==> config.mk <==
export PLATFORM = sky130hd
export DESIGN_NAME = code_profile_trace_formatter
export DESIGN_NICKNAME = d
export VERILOG_FILES = /design/src/hw/profile_pkg.sv /design/src/hw/code_profile_trace_formatter.sv
export VERILOG_INCLUDE_DIRS = /design/src /design/src/hw
export SDC_FILE = /design/constraint.sdc
export NUM_CORES = 2
export LEC_CHECK = 0
export BUFFER_PORTS_ARGS = -buffer_cell sky130_fd_sc_hd__buf_2
export CAP_MARGIN = 0
export CORE_UTILIZATION = 40
export CTS_BUF_LIST = sky130_fd_sc_hd__clkbuf_16
export DETAILED_ROUTE_END_ITERATION = 10
export PLACE_DENSITY_LB_ADDON = 0.05
export SKIP_CTS_REPAIR_TIMING = 1
export SLEW_MARGIN = 10
export SYNTH_ARGS = -nofsm -noshare
export SYNTH_HDL_FRONTEND = slang
export SYNTH_SLANG_ARGS = --single-unit
==> constraint.sdc <==
create_clock -name aclk -period 6.9 [get_ports aclk]
set_input_delay 0.69 -clock aclk [delete_from_list [all_inputs] [get_ports aclk]]
set_output_delay 0.69 -clock aclk [all_outputs]
set_load 0.03 [all_outputs]
==> src/hw/profile_consts.svh <==
// Constants of the code profiling trace formatter: offsets, fields, resets.
// Assumes inclusion by the formatter and the bench only.
`ifndef PROFILE_CONSTS_SVH
`define PROFILE_CONSTS_SVH

// Register byte addresses.
`define ADDR_CTRL    8'h00
`define ADDR_STAT    8'h04

// Control register fields.
`define CTRL_ARM     0
`define CTRL_PROF    1
`define CTRL_TSEL    2
`define CTRL_ALN_LO  3
`define CTRL_ALN_HI  4
`define CTRL_PINEN   5
`define CTRL_SOFTWARE_TRIGGER_BIT    7
`define CTRL_RESET   8'h00

// Flag positions in the line line_byte_a byte.
`define LINE_BYTE_A_STAMP   6
`define LINE_BYTE_A_BUFOVF  5
`define LINE_BYTE_A_TERM    4

// Timing and field values.
`define STAMP_MAX    16'hFFFF
`define FIELD_EMPTY  32'h0000_0001

// AXI responses.
`define RESP_OKAY    2'b00
`define RESP_SLVERR  2'b10

`endif

==> src/hw/profile_pkg.sv <==
// Types shared by the code profiling trace formatter.
// Assumes the constants header is on the include path.
package profile_pkg;

  // Low nibble of the line line_byte_a byte.
  typedef enum logic [3:0] {
    FMT_START  = 4'b0000,
    FMT_IJUMP  = 4'b0001,
    FMT_FULL   = 4'b0010,
    FMT_VECTOR = 4'b0011,
    FMT_FINAL  = 4'b0111
  } line_fmt_t;

  // Sequencer states.
  typedef enum logic [1:0] {
    SEQ_IDLE  = 2'b00,
    SEQ_ARMED = 2'b01,
    SEQ_FINAL = 2'b10
  } seq_state_t;

  // Trace alignment codes of the control register.
  typedef enum logic [1:0] {
    ALIGN_END   = 2'b00,
    ALIGN_BEGIN = 2'b01,
    ALIGN_MID   = 2'b10
  } align_t;

  // Change-of-flow event from the core, one per cycle.
  typedef struct packed {
    logic        branch;
    logic        taken;
    logic        ijump;
    logic        vector;
    logic [23:0] dest;
    logic [8:0]  vec_addr;
  } change_of_flow_t;

endpackage : profile_pkg

==> src/hw/code_profile_trace_formatter.sv <==
// Code profiling trace formatter with line buffer, serial output and
// breakpoint sequencer, reached over AXI4-Lite.
// Assumes aclk is the bus clock and the core gives one flow event a cycle.
//
// The address map and the AXI4-Lite slave port were left to the implementer.
`include "profile_consts.svh"

module code_profile_trace_formatter
  import profile_pkg::*;
#(
  parameter int DEPTH = 64,
  parameter int PTR_W = 6
) (
  // Clock and reset.
  input  wire logic            aclk,
  input  wire logic            aresetn,
  // AXI4-Lite slave.
  input  wire logic [7:0]      awaddr,
  input  wire logic            awvalid,
  output logic                 awready,
  input  wire logic [31:0]     wdata,
  input  wire logic [3:0]      wstrb,
  input  wire logic            wvalid,
  output logic                 wready,
  output logic [1:0]           bresp,
  output logic                 bvalid,
  input  wire logic            bready,
  input  wire logic [7:0]      araddr,
  input  wire logic            arvalid,
  output logic                 arready,
  output logic [31:0]          rdata,
  output logic [1:0]           rresp,
  output logic                 rvalid,
  input  wire logic            rready,
  // Core feed.
  input  wire change_of_flow_t change_of_flow,
  input  wire logic [23:0]     start_pc,
  // Sequencer sources and breakpoint request.
  input  wire logic            comparator_match,
  input  wire logic            external_event_input,
  input  wire logic            trace_done,
  output logic                 breakpoint_req,
  // Profiling link.
  input  wire logic            profile_clk_in,
  output logic                 profile_data_pin,
  output logic                 profile_data_oe
);

  // ****************************************************************
  // Checks and functions
  // ****************************************************************

  // The pointers wrap by overflow, so the depth must be a power of two.
  if (DEPTH != (1 << PTR_W)) begin : g_bad_depth
    $error("DEPTH must equal two to the power PTR_W.");
  end

  // Bytes actually sent for each line format.
  function automatic logic [7:0] byte_mask(input logic [3:0] f);
    unique case (f)
      FMT_START: byte_mask = 8'h0F;
      FMT_FULL:  byte_mask = 8'h1F;
      FMT_FINAL: byte_mask = 8'hDF;
      default:   byte_mask = 8'hFF;
    endcase
  endfunction : byte_mask

  // Next enabled byte above idx; bit 3 says one was found.
  function automatic logic [3:0] next_byte(input logic [7:0] m,
                                           input logic [2:0] idx);
    next_byte = 4'h0;
    for (int i = 7; i >= 0; i--) begin
      if (i > idx && m[i]) begin
        next_byte = {1'b1, 3'(i)};
      end
    end
  endfunction : next_byte

  // ****************************************************************
  // Register slave
  // ****************************************************************

  logic              aw_got_reg;
  logic              w_got_reg;
  logic [7:0]        awaddr_reg;
  logic [31:0]       wdata_reg;
  logic [3:0]        wstrb_reg;
  logic [7:0]        ctrl_reg;
  logic              bufovf_reg;
  logic              prof_active_reg;
  logic              tx_busy_reg;
  logic [PTR_W:0]    pending_reg;
  seq_state_t        seq_reg;
  logic              wr_fire;
  logic              wr_ctrl;
  logic              sw_software_trigger_bit;
  logic              sw_disarm;
  logic              sw_arm;
  logic              disarm_hw;
  logic              ovf_evt;

  assign awready = !aw_got_reg;
  assign wready  = !w_got_reg;
  assign arready = !rvalid;
  assign wr_fire = aw_got_reg && w_got_reg && !bvalid;
  // Writes are dropped while a disarmed unit still sends old lines.
  assign wr_ctrl = wr_fire && awaddr_reg == `ADDR_CTRL && wstrb_reg[0]
                   && !(!ctrl_reg[`CTRL_ARM] && tx_busy_reg);
  assign sw_software_trigger_bit   = wr_ctrl && wdata_reg[`CTRL_SOFTWARE_TRIGGER_BIT];
  assign sw_disarm = wr_ctrl && ctrl_reg[`CTRL_ARM] && !wdata_reg[`CTRL_ARM];
  assign sw_arm    = wr_ctrl && !ctrl_reg[`CTRL_ARM] && wdata_reg[`CTRL_ARM];

  // Address and data are taken in either order and held until paired.
  always_ff @(posedge aclk) begin
    if (!aresetn) begin
      aw_got_reg <= 1'b0;
      w_got_reg  <= 1'b0;
      awaddr_reg <= 8'h00;
      wdata_reg  <= 32'h0000_0000;
      wstrb_reg  <= 4'h0;
    end else begin
      if (awvalid && awready) begin
        aw_got_reg <= 1'b1;
        awaddr_reg <= awaddr;
      end
      if (wvalid && wready) begin
        w_got_reg <= 1'b1;
        wdata_reg <= wdata;
        wstrb_reg <= wstrb;
      end
      if (wr_fire) begin
        aw_got_reg <= 1'b0;
        w_got_reg  <= 1'b0;
      end
    end
  end

  // Write response; the status word is read-only.
  always_ff @(posedge aclk) begin
    if (!aresetn) begin
      bvalid <= 1'b0;
      bresp  <= `RESP_OKAY;
    end else if (wr_fire) begin
      bvalid <= 1'b1;
      bresp  <= (awaddr_reg == `ADDR_CTRL) ? `RESP_OKAY : `RESP_SLVERR;
    end else if (bready) begin
      bvalid <= 1'b0;
    end
  end

  // Read channel.
  always_ff @(posedge aclk) begin
    if (!aresetn) begin
      rvalid <= 1'b0;
      rdata  <= 32'h0000_0000;
      rresp  <= `RESP_OKAY;
    end else if (arvalid && arready) begin
      rvalid <= 1'b1;
      rresp  <= `RESP_OKAY;
      if (araddr == `ADDR_CTRL) begin
        rdata <= {24'h00_0000, ctrl_reg};
      end else if (araddr == `ADDR_STAT) begin
        rdata <= {14'h0000, seq_reg, 1'b0, pending_reg, 4'h0,
                  prof_active_reg, bufovf_reg, tx_busy_reg,
                  ctrl_reg[`CTRL_ARM]};
      end else begin
        rdata <= 32'h0000_0000;
        rresp <= `RESP_SLVERR;
      end
    end else if (rready) begin
      rvalid <= 1'b0;
    end
  end

  // Control word; a hardware disarm overrides a same-cycle software arm.
  always_ff @(posedge aclk) begin
    if (!aresetn) begin
      ctrl_reg <= `CTRL_RESET;
    end else begin
      if (wr_ctrl) begin
        ctrl_reg <= wdata_reg[7:0] & ~(8'h01 << `CTRL_SOFTWARE_TRIGGER_BIT);
      end
      if (disarm_hw) begin
        ctrl_reg[`CTRL_ARM] <= 1'b0;
      end
    end
  end

  // Sticky overflow status; set wins over the clear by a new arm.
  always_ff @(posedge aclk) begin
    if (!aresetn) begin
      bufovf_reg <= 1'b0;
    end else if (ovf_evt) begin
      bufovf_reg <= 1'b1;
    end else if (sw_arm) begin
      bufovf_reg <= 1'b0;
    end
  end

  assign profile_data_oe = ctrl_reg[`CTRL_PINEN];

  // ****************************************************************
  // State sequencer and breakpoints
  // ****************************************************************

  logic   wait_trace;
  logic   final_done;
  align_t align;

  assign align = align_t'(ctrl_reg[`CTRL_ALN_HI:`CTRL_ALN_LO]);
  // Mid alignment falls back to end alignment while profiling.
  assign wait_trace = ctrl_reg[`CTRL_TSEL] && (align == ALIGN_BEGIN
                      || (align == ALIGN_MID && !ctrl_reg[`CTRL_PROF]));
  assign final_done = seq_reg == SEQ_FINAL && (!wait_trace || trace_done);
  assign disarm_hw  = final_done || ovf_evt;

  always_ff @(posedge aclk) begin
    if (!aresetn) begin
      seq_reg <= SEQ_IDLE;
    end else if (ovf_evt || final_done || sw_disarm) begin
      seq_reg <= SEQ_IDLE;
    end else begin
      unique case (seq_reg)
        SEQ_IDLE: begin
          if (sw_software_trigger_bit) begin
            seq_reg <= SEQ_FINAL;
          end else if (sw_arm) begin
            seq_reg <= SEQ_ARMED;
          end
        end
        SEQ_ARMED: begin
          if (comparator_match || external_event_input || sw_software_trigger_bit) begin
            seq_reg <= SEQ_FINAL;
          end
        end
        SEQ_FINAL: seq_reg <= SEQ_FINAL;
        default:   seq_reg <= SEQ_IDLE;
      endcase
    end
  end

  // Software disarm alone never reaches this pulse.
  always_ff @(posedge aclk) begin
    if (!aresetn) begin
      breakpoint_req <= 1'b0;
    end else begin
      breakpoint_req <= final_done || ovf_evt;
    end
  end

  // ****************************************************************
  // Line assembly
  // ****************************************************************

  logic [31:0] field_reg;
  logic [15:0] ts_reg;
  logic [31:0] field_shift;
  logic        ev_br;
  logic        ev_ij;
  logic        ev_vec;
  logic        full;
  logic        stamp_ovf;
  logic        term_evt;
  logic        start_wr;
  logic        line_wr;
  logic        core_wr;
  line_fmt_t   fmt;
  logic [63:0] wr_line;
  logic [PTR_W-1:0] wr_ptr_reg;
  logic [63:0] mem [DEPTH];

  assign ev_vec = prof_active_reg && change_of_flow.vector;
  assign ev_ij  = prof_active_reg && change_of_flow.ijump && !ev_vec;
  assign ev_br  = prof_active_reg && change_of_flow.branch && !ev_vec && !ev_ij;
  assign field_shift = {field_reg[30:0], change_of_flow.taken};
  assign full      = ev_br && field_shift[31];
  assign stamp_ovf = prof_active_reg && ts_reg == `STAMP_MAX
                     && !ev_br && !ev_ij && !ev_vec;
  assign term_evt  = prof_active_reg && (sw_disarm || final_done);
  assign core_wr   = ev_vec || ev_ij || full || stamp_ovf || term_evt;
  assign ovf_evt   = core_wr && pending_reg == (PTR_W+1)'(DEPTH - 1);
  assign start_wr  = sw_arm && wdata_reg[`CTRL_PROF] && wdata_reg[`CTRL_TSEL];
  assign line_wr   = start_wr || core_wr;

  // Format choice: a same-cycle vector, indirect jump or filled branch field outranks the final format.
  always_comb begin
    fmt     = FMT_FINAL;
    wr_line = 64'h0;
    if (ev_vec) begin
      fmt = FMT_VECTOR;
    end else if (ev_ij) begin
      fmt = FMT_IJUMP;
    end else if (full) begin
      fmt = FMT_FULL;
    end
    if (start_wr) begin
      wr_line = {32'h0000_0000, start_pc, 4'h0, FMT_START};
    end else begin
      wr_line[3:0]            = fmt;
      wr_line[`LINE_BYTE_A_STAMP]    = stamp_ovf;
      wr_line[`LINE_BYTE_A_BUFOVF]   = ovf_evt;
      wr_line[`LINE_BYTE_A_TERM]     = term_evt;
      wr_line[39:8] = ev_br ? field_shift : field_reg;
      unique case (fmt)
        FMT_VECTOR: wr_line[63:40] = {ts_reg, change_of_flow.vec_addr[8:1]};
        FMT_IJUMP:  wr_line[63:40] = change_of_flow.dest;
        FMT_FINAL:  wr_line[63:40] = {ts_reg, 8'h00};
        default:    wr_line[63:40] = 24'h00_0000;
      endcase
    end
  end

  // Branch field restarts with the lone stop marker after every line.
  always_ff @(posedge aclk) begin
    if (!aresetn) begin
      field_reg <= `FIELD_EMPTY;
    end else if (line_wr) begin
      field_reg <= `FIELD_EMPTY;
    end else if (ev_br) begin
      field_reg <= field_shift;
    end
  end

  // Bus-cycle stamp since the previous entry.
  always_ff @(posedge aclk) begin
    if (!aresetn || line_wr || !prof_active_reg) begin
      ts_reg <= 16'h0000;
    end else begin
      ts_reg <= ts_reg + 16'h0001;
    end
  end

  // Profiling runs from the start line until disarm or overflow.
  always_ff @(posedge aclk) begin
    if (!aresetn) begin
      prof_active_reg <= 1'b0;
    end else if (start_wr) begin
      prof_active_reg <= 1'b1;
    end else if (term_evt || ovf_evt) begin
      prof_active_reg <= 1'b0;
    end
  end

  // Line store; no reset so the storage stays plain flip-flops.
  always_ff @(posedge aclk) begin
    if (line_wr) begin
      mem[wr_ptr_reg] <= wr_line;
    end
  end

  always_ff @(posedge aclk) begin
    if (!aresetn) begin
      wr_ptr_reg <= '0;
    end else if (line_wr) begin
      wr_ptr_reg <= wr_ptr_reg + 1'b1;
    end
  end

  // ****************************************************************
  // Serial transmitter
  // ****************************************************************

  logic             clk_s1_reg;
  logic             clk_s2_reg;
  logic             clk_s3_reg;
  logic             clk_lvl_reg;
  logic             link_edge;
  logic [63:0]      tx_line_reg;
  logic [7:0]       tx_mask_reg;
  logic [2:0]       byte_idx_reg;
  logic [2:0]       bit_idx_reg;
  logic [PTR_W-1:0] rd_ptr_reg;
  logic [3:0]       nb;
  logic             load;
  logic             tx_done;

  // Link clock is sampled; an edge counts once stages two and three agree.
  // The accepted level resets to the idle low level, so no false edge follows reset.
  always_ff @(posedge aclk) begin
    if (!aresetn) begin
      clk_s1_reg  <= 1'b0;
      clk_s2_reg  <= 1'b0;
      clk_s3_reg  <= 1'b0;
      clk_lvl_reg <= 1'b0;
    end else begin
      clk_s1_reg <= profile_clk_in;
      clk_s2_reg <= clk_s1_reg;
      clk_s3_reg <= clk_s2_reg;
      if (clk_s2_reg == clk_s3_reg) begin
        clk_lvl_reg <= clk_s3_reg;
      end
    end
  end

  assign link_edge = (clk_s2_reg == clk_s3_reg) && (clk_s3_reg != clk_lvl_reg);
  assign nb        = next_byte(tx_mask_reg, byte_idx_reg);
  // A line is only fetched in a cycle with no new write.
  assign load    = !tx_busy_reg && pending_reg != '0 && !line_wr;
  assign tx_done = tx_busy_reg && link_edge && bit_idx_reg == 3'h7 && !nb[3];

  // Either link edge advances one bit, least significant first.
  always_ff @(posedge aclk) begin
    if (!aresetn) begin
      tx_busy_reg      <= 1'b0;
      tx_line_reg      <= 64'h0;
      tx_mask_reg      <= 8'h00;
      byte_idx_reg     <= 3'h0;
      bit_idx_reg      <= 3'h0;
      rd_ptr_reg       <= '0;
      profile_data_pin <= 1'b0;
    end else if (load) begin
      tx_busy_reg      <= 1'b1;
      tx_line_reg      <= mem[rd_ptr_reg];
      tx_mask_reg      <= byte_mask(mem[rd_ptr_reg][3:0]);
      byte_idx_reg     <= 3'h0;
      bit_idx_reg      <= 3'h0;
      rd_ptr_reg       <= rd_ptr_reg + 1'b1;
      profile_data_pin <= mem[rd_ptr_reg][0];
    end else if (tx_busy_reg && link_edge) begin
      if (bit_idx_reg != 3'h7) begin
        bit_idx_reg      <= bit_idx_reg + 3'h1;
        profile_data_pin <= tx_line_reg[{byte_idx_reg, bit_idx_reg + 3'h1}];
      end else if (nb[3]) begin
        byte_idx_reg     <= nb[2:0];
        bit_idx_reg      <= 3'h0;
        profile_data_pin <= tx_line_reg[{nb[2:0], 3'h0}];
      end else begin
        tx_busy_reg <= 1'b0;
      end
    end
  end

  // Lines waiting or in flight.
  always_ff @(posedge aclk) begin
    if (!aresetn) begin
      pending_reg <= '0;
    end else begin
      pending_reg <= pending_reg + (PTR_W+1)'(line_wr) - (PTR_W+1)'(tx_done);
    end
  end
endmodule : code_profile_trace_formatter

==> flow_summary.yaml <==
cts:
  clockBufferDepth: 4
  root_buffer: "clkbuf_16"
  insertion_delay_ps: 1000
  tritoncts: "built"
  tritoncts_num_sinks: 4170
  clk_transition_reported_paths_ps: 60
  deepest_level_of_the_cts_h_tree: 5
  cts_inserted_buffers: 446
placement:
  detailedPlacementHpwl_um: 250000
  place.port_buffers: 121
  post_dp_cell_area_sq_um: 169000
  gp_congestion: 0.755
floorplanning:
  placeableCoreArea_sq_um: 396000
  number_of_top_level_pins: 168
  std_cell_rows: 231
  vertical_extent_of_the_die_um: 633
  die_width_um: 633
  initial_core_utilization: 0.402
  die_area_sq_um: 401000
logic_synthesis:
  syn_area_per_cell_sq_um: 23.4
  synth-seq-area-share: 0.773
  synth-seq-cells: 4170
  dominantRegCellSynth: "edfxtp_1"
  synthCells: 6828
  number_of_library_cell_types_mapped_by_synthesis: 64
  synth_enable_flop_cells: 3968
  asyncSetResetFlopFracSynth: 0
  warnings_synthesis: 0
  area_of_the_mapped_netlist_sq_um: 159000
run_status:
  status: "finished, final reports clean"
power:
  p_leak_nw: 57.0
  total_power_mw: 50.2
  power.density_nw_per_um2: 274
  worst_ir_drop_vdd_mv: 0.214
layout:
  layout.filler_cells: 32800
  layout-area-overhead-vs-synth_pct: 15.0
  largest_reg_flops: 3968
  finish.utilization: 0.463
  drive_above_1_share: 0.318
  design.final.nets: 7466
  finalInstanceArea_sq_um: 183000
global_route:
  first_global_vias: 77900
  grt_pass1_wl_um: 650000
  antenna_found_initial: 23
  grt_start_max_net_pins: 114
  aggregate_global_routing_overflow: 0
  grt_usage: 0.236
detailed_routing:
  drt_drc_violations_left: 0
  drtPass1Iterations: 6
  dr.first_iter.drc_count: 8702
  wl_per_cell_um: 36.5
  postRouteAntennaNets: 0
  num_vias: 75700
  wl_um: 473000
  vias_per_cell: 5.84
sta:
  timing.setup.tns_ps: 0
  timing.final.crit_period_ps: 5470
  finClkSkew_ps: 43.7
  slew_violations: 0
  max_slew.worst_pin.slew_ps: 1290
  min_period_over_period: 0.793
  timing.final.setup_violations: 0
  max_slew_margin: 0.139
  setup_repair_after_global_routing_missed_its_margin: "no"
  fmax_mhz: 183
  finalHoldViolCount: 0
setup_path:
  cp-start-kind: "register"
  kind_of_critical_path: "register to register"
  crit_path_max_fanout: 36
  crit_path_end_kind: "register"
  slowest_cell_on_the_critical_path: "nor2_4"
  r2r-end: "mem[38][6]"
  data_arrival_time_of_the_critical_path_ps: 6080
  required_ps: 7510
  largest_stage_delay_on_the_critical_path_ps: 990
  crit_family: "simple AND/OR/NAND/NOR gates"
  worst-r2r-setup-slack_ps: 1430
  regToRegStartpoint: "awaddr_reg[7]"
  critical_path.n_buffers_inverters: 2
  r2r_worst_path_depth: 9
  crit_path_cell_trace: "or4_1 > nor4_1 > and3_2 > buf_4 > a211oi_4 > nor2b_1 > nand2_1 > nor2_4 > buf_12"
run:
  cap_viol_max_count: 0
min_path:
  hold_path_cells: 3
  worst_hold_path.endpoint: "awaddr_reg[7]"
  worstHoldPathType: "input port to register"
  hold_path_startpoint: "awaddr[7]"
==> final cells by class <==
class	instances	area (sq um)	area share
Tap cell	5242	6560	0.0358
Inverter	30	125	0.000682
Clock buffer	454	11400	0.0619
Clock inverter	378	2490	0.0136
Sequential cell	4170	123000	0.672
Timing Repair Buffer	415	4090	0.0223
Multi-Input combinational cell	2258	35600	0.194
Antenna cell	3	7.51	0.0000409
==> routing by layer <==
layer  up-vias  share of wire  global-route usage  wire length, um
li1      30100              -                   -                -
met2      2545           0.48               0.382           228000
met3       596          0.056              0.0275            26600
met1     42400           0.44               0.344           207000
met4         0          0.023              0.0553            11100
met5         -              0                   0                0
==> worst max-delay path by stage <==
stage                        endpoint  depth (start not counted)           from  slack, ps
final                      mem[38][6]                          9  awaddr_reg[7]       1430
after global routing      mem[38][34]                          9  awaddr_reg[7]       1240
after CTS                 mem[38][34]                          9  awaddr_reg[7]       1460
after detailed placement   mem[38][6]                          9  awaddr_reg[7]       1460
after global placement    mem[38][11]                          9  awaddr_reg[7]       1450
after floorplan            mem[59][0]                          8  awaddr_reg[2]       1630
==> per-stage QoR <==
stage	instances	hold WS [ps]	setup slack, ps
2_1_floorplan	6845	412	1630
3_3_place_gp	12100	444	1450
3_5_place_dp	12100	447	1460
4_1_cts	12900	-177	1460
5_1_grt	12900	0.259	1240
6_report	13000	6.37	1430
==> power breakdown <==
group          switching [mW]  leakage [nW]  internal, mW
clock network            9.87          7.35          12.9
logic                  0.0832          10.5        0.0417
registers             0.00714          39.2          27.3
total                    9.96          57.0          40.2
==> worst min-delay path, stage by stage <==
cell and delay, ps:
buf_2 80, mux2i_1 70, nor2_1 80
==> cells in the mapped netlist (16+ instances only) <==
master    instances  share of area
a21oi_1         127         0.0040
a22oi_1          54         0.0025
buf_1            37        0.00087
buf_2           126         0.0040
buf_4            36         0.0017
clkbuf_1        188         0.0044
dfxtp_1         202          0.025
edfxtp_1       3968           0.75
ha_1             20         0.0016
inv_1            27        0.00064
mux2i_1          75         0.0047
mux4_2         1294           0.18
nand2_1         193         0.0045
nand3_1          22        0.00069
nor2_1          260         0.0061
nor2b_1          16        0.00063
o21ai_0          22        0.00069
==> logic make-up (layout without fill, tap and decap cells) <==
| family | Yosys count | count (layout) | share of synthesized area |
|---|---|---|---|
| flops | 4170 | 4170 | 0.773 |
| mux | 1376 | 1376 | 0.188 |
| simple gates | 573 | 573 | 0.0154 |
| buf+inv | 417 | 1277 | 0.0117 |
| compound gates | 245 | 245 | 0.00933 |
| xor+xnor | 25 | 25 | 0.00137 |
| fa+ha+maj | 21 | 21 | 0.00169 |
| other cells | 1 | 21 | 0.0000235 |
==> cell usage in the layout (no fill, tap or decap), types with 10 or more instances in the layout <==
cell | netlist | final
nand3_1 | 22 | 21
o21ai_0 | 22 | 22
dlygate4sd3_1 | 0 | 16
and2_1 | 12 | 10
nor2_1 | 260 | 162
nor2_4 | 0 | 98
xor2_1 | 13 | 13
clkbuf_16 | 0 | 454
nor2b_1 | 16 | 16
inv_1 | 27 | 160
clkinv_1 | 1 | 102
mux2i_1 | 75 | 75
a21oi_1 | 127 | 100
bufinv_16 | 0 | 29
ha_1 | 20 | 20
buf_4 | 36 | 180
mux4_2 | 1294 | 1294
buf_12 | 0 | 96
edfxtp_1 | 3968 | 3968
nor3_1 | 11 | 11
a21oi_4 | 0 | 25
conb_1 | 1 | 18
dfxtp_1 | 202 | 196
xnor2_1 | 12 | 12
a22oi_1 | 54 | 54
clkinv_2 | 0 | 91
nand2_1 | 193 | 190
buf_2 | 126 | 121
(Power assumes the default switching activity.)
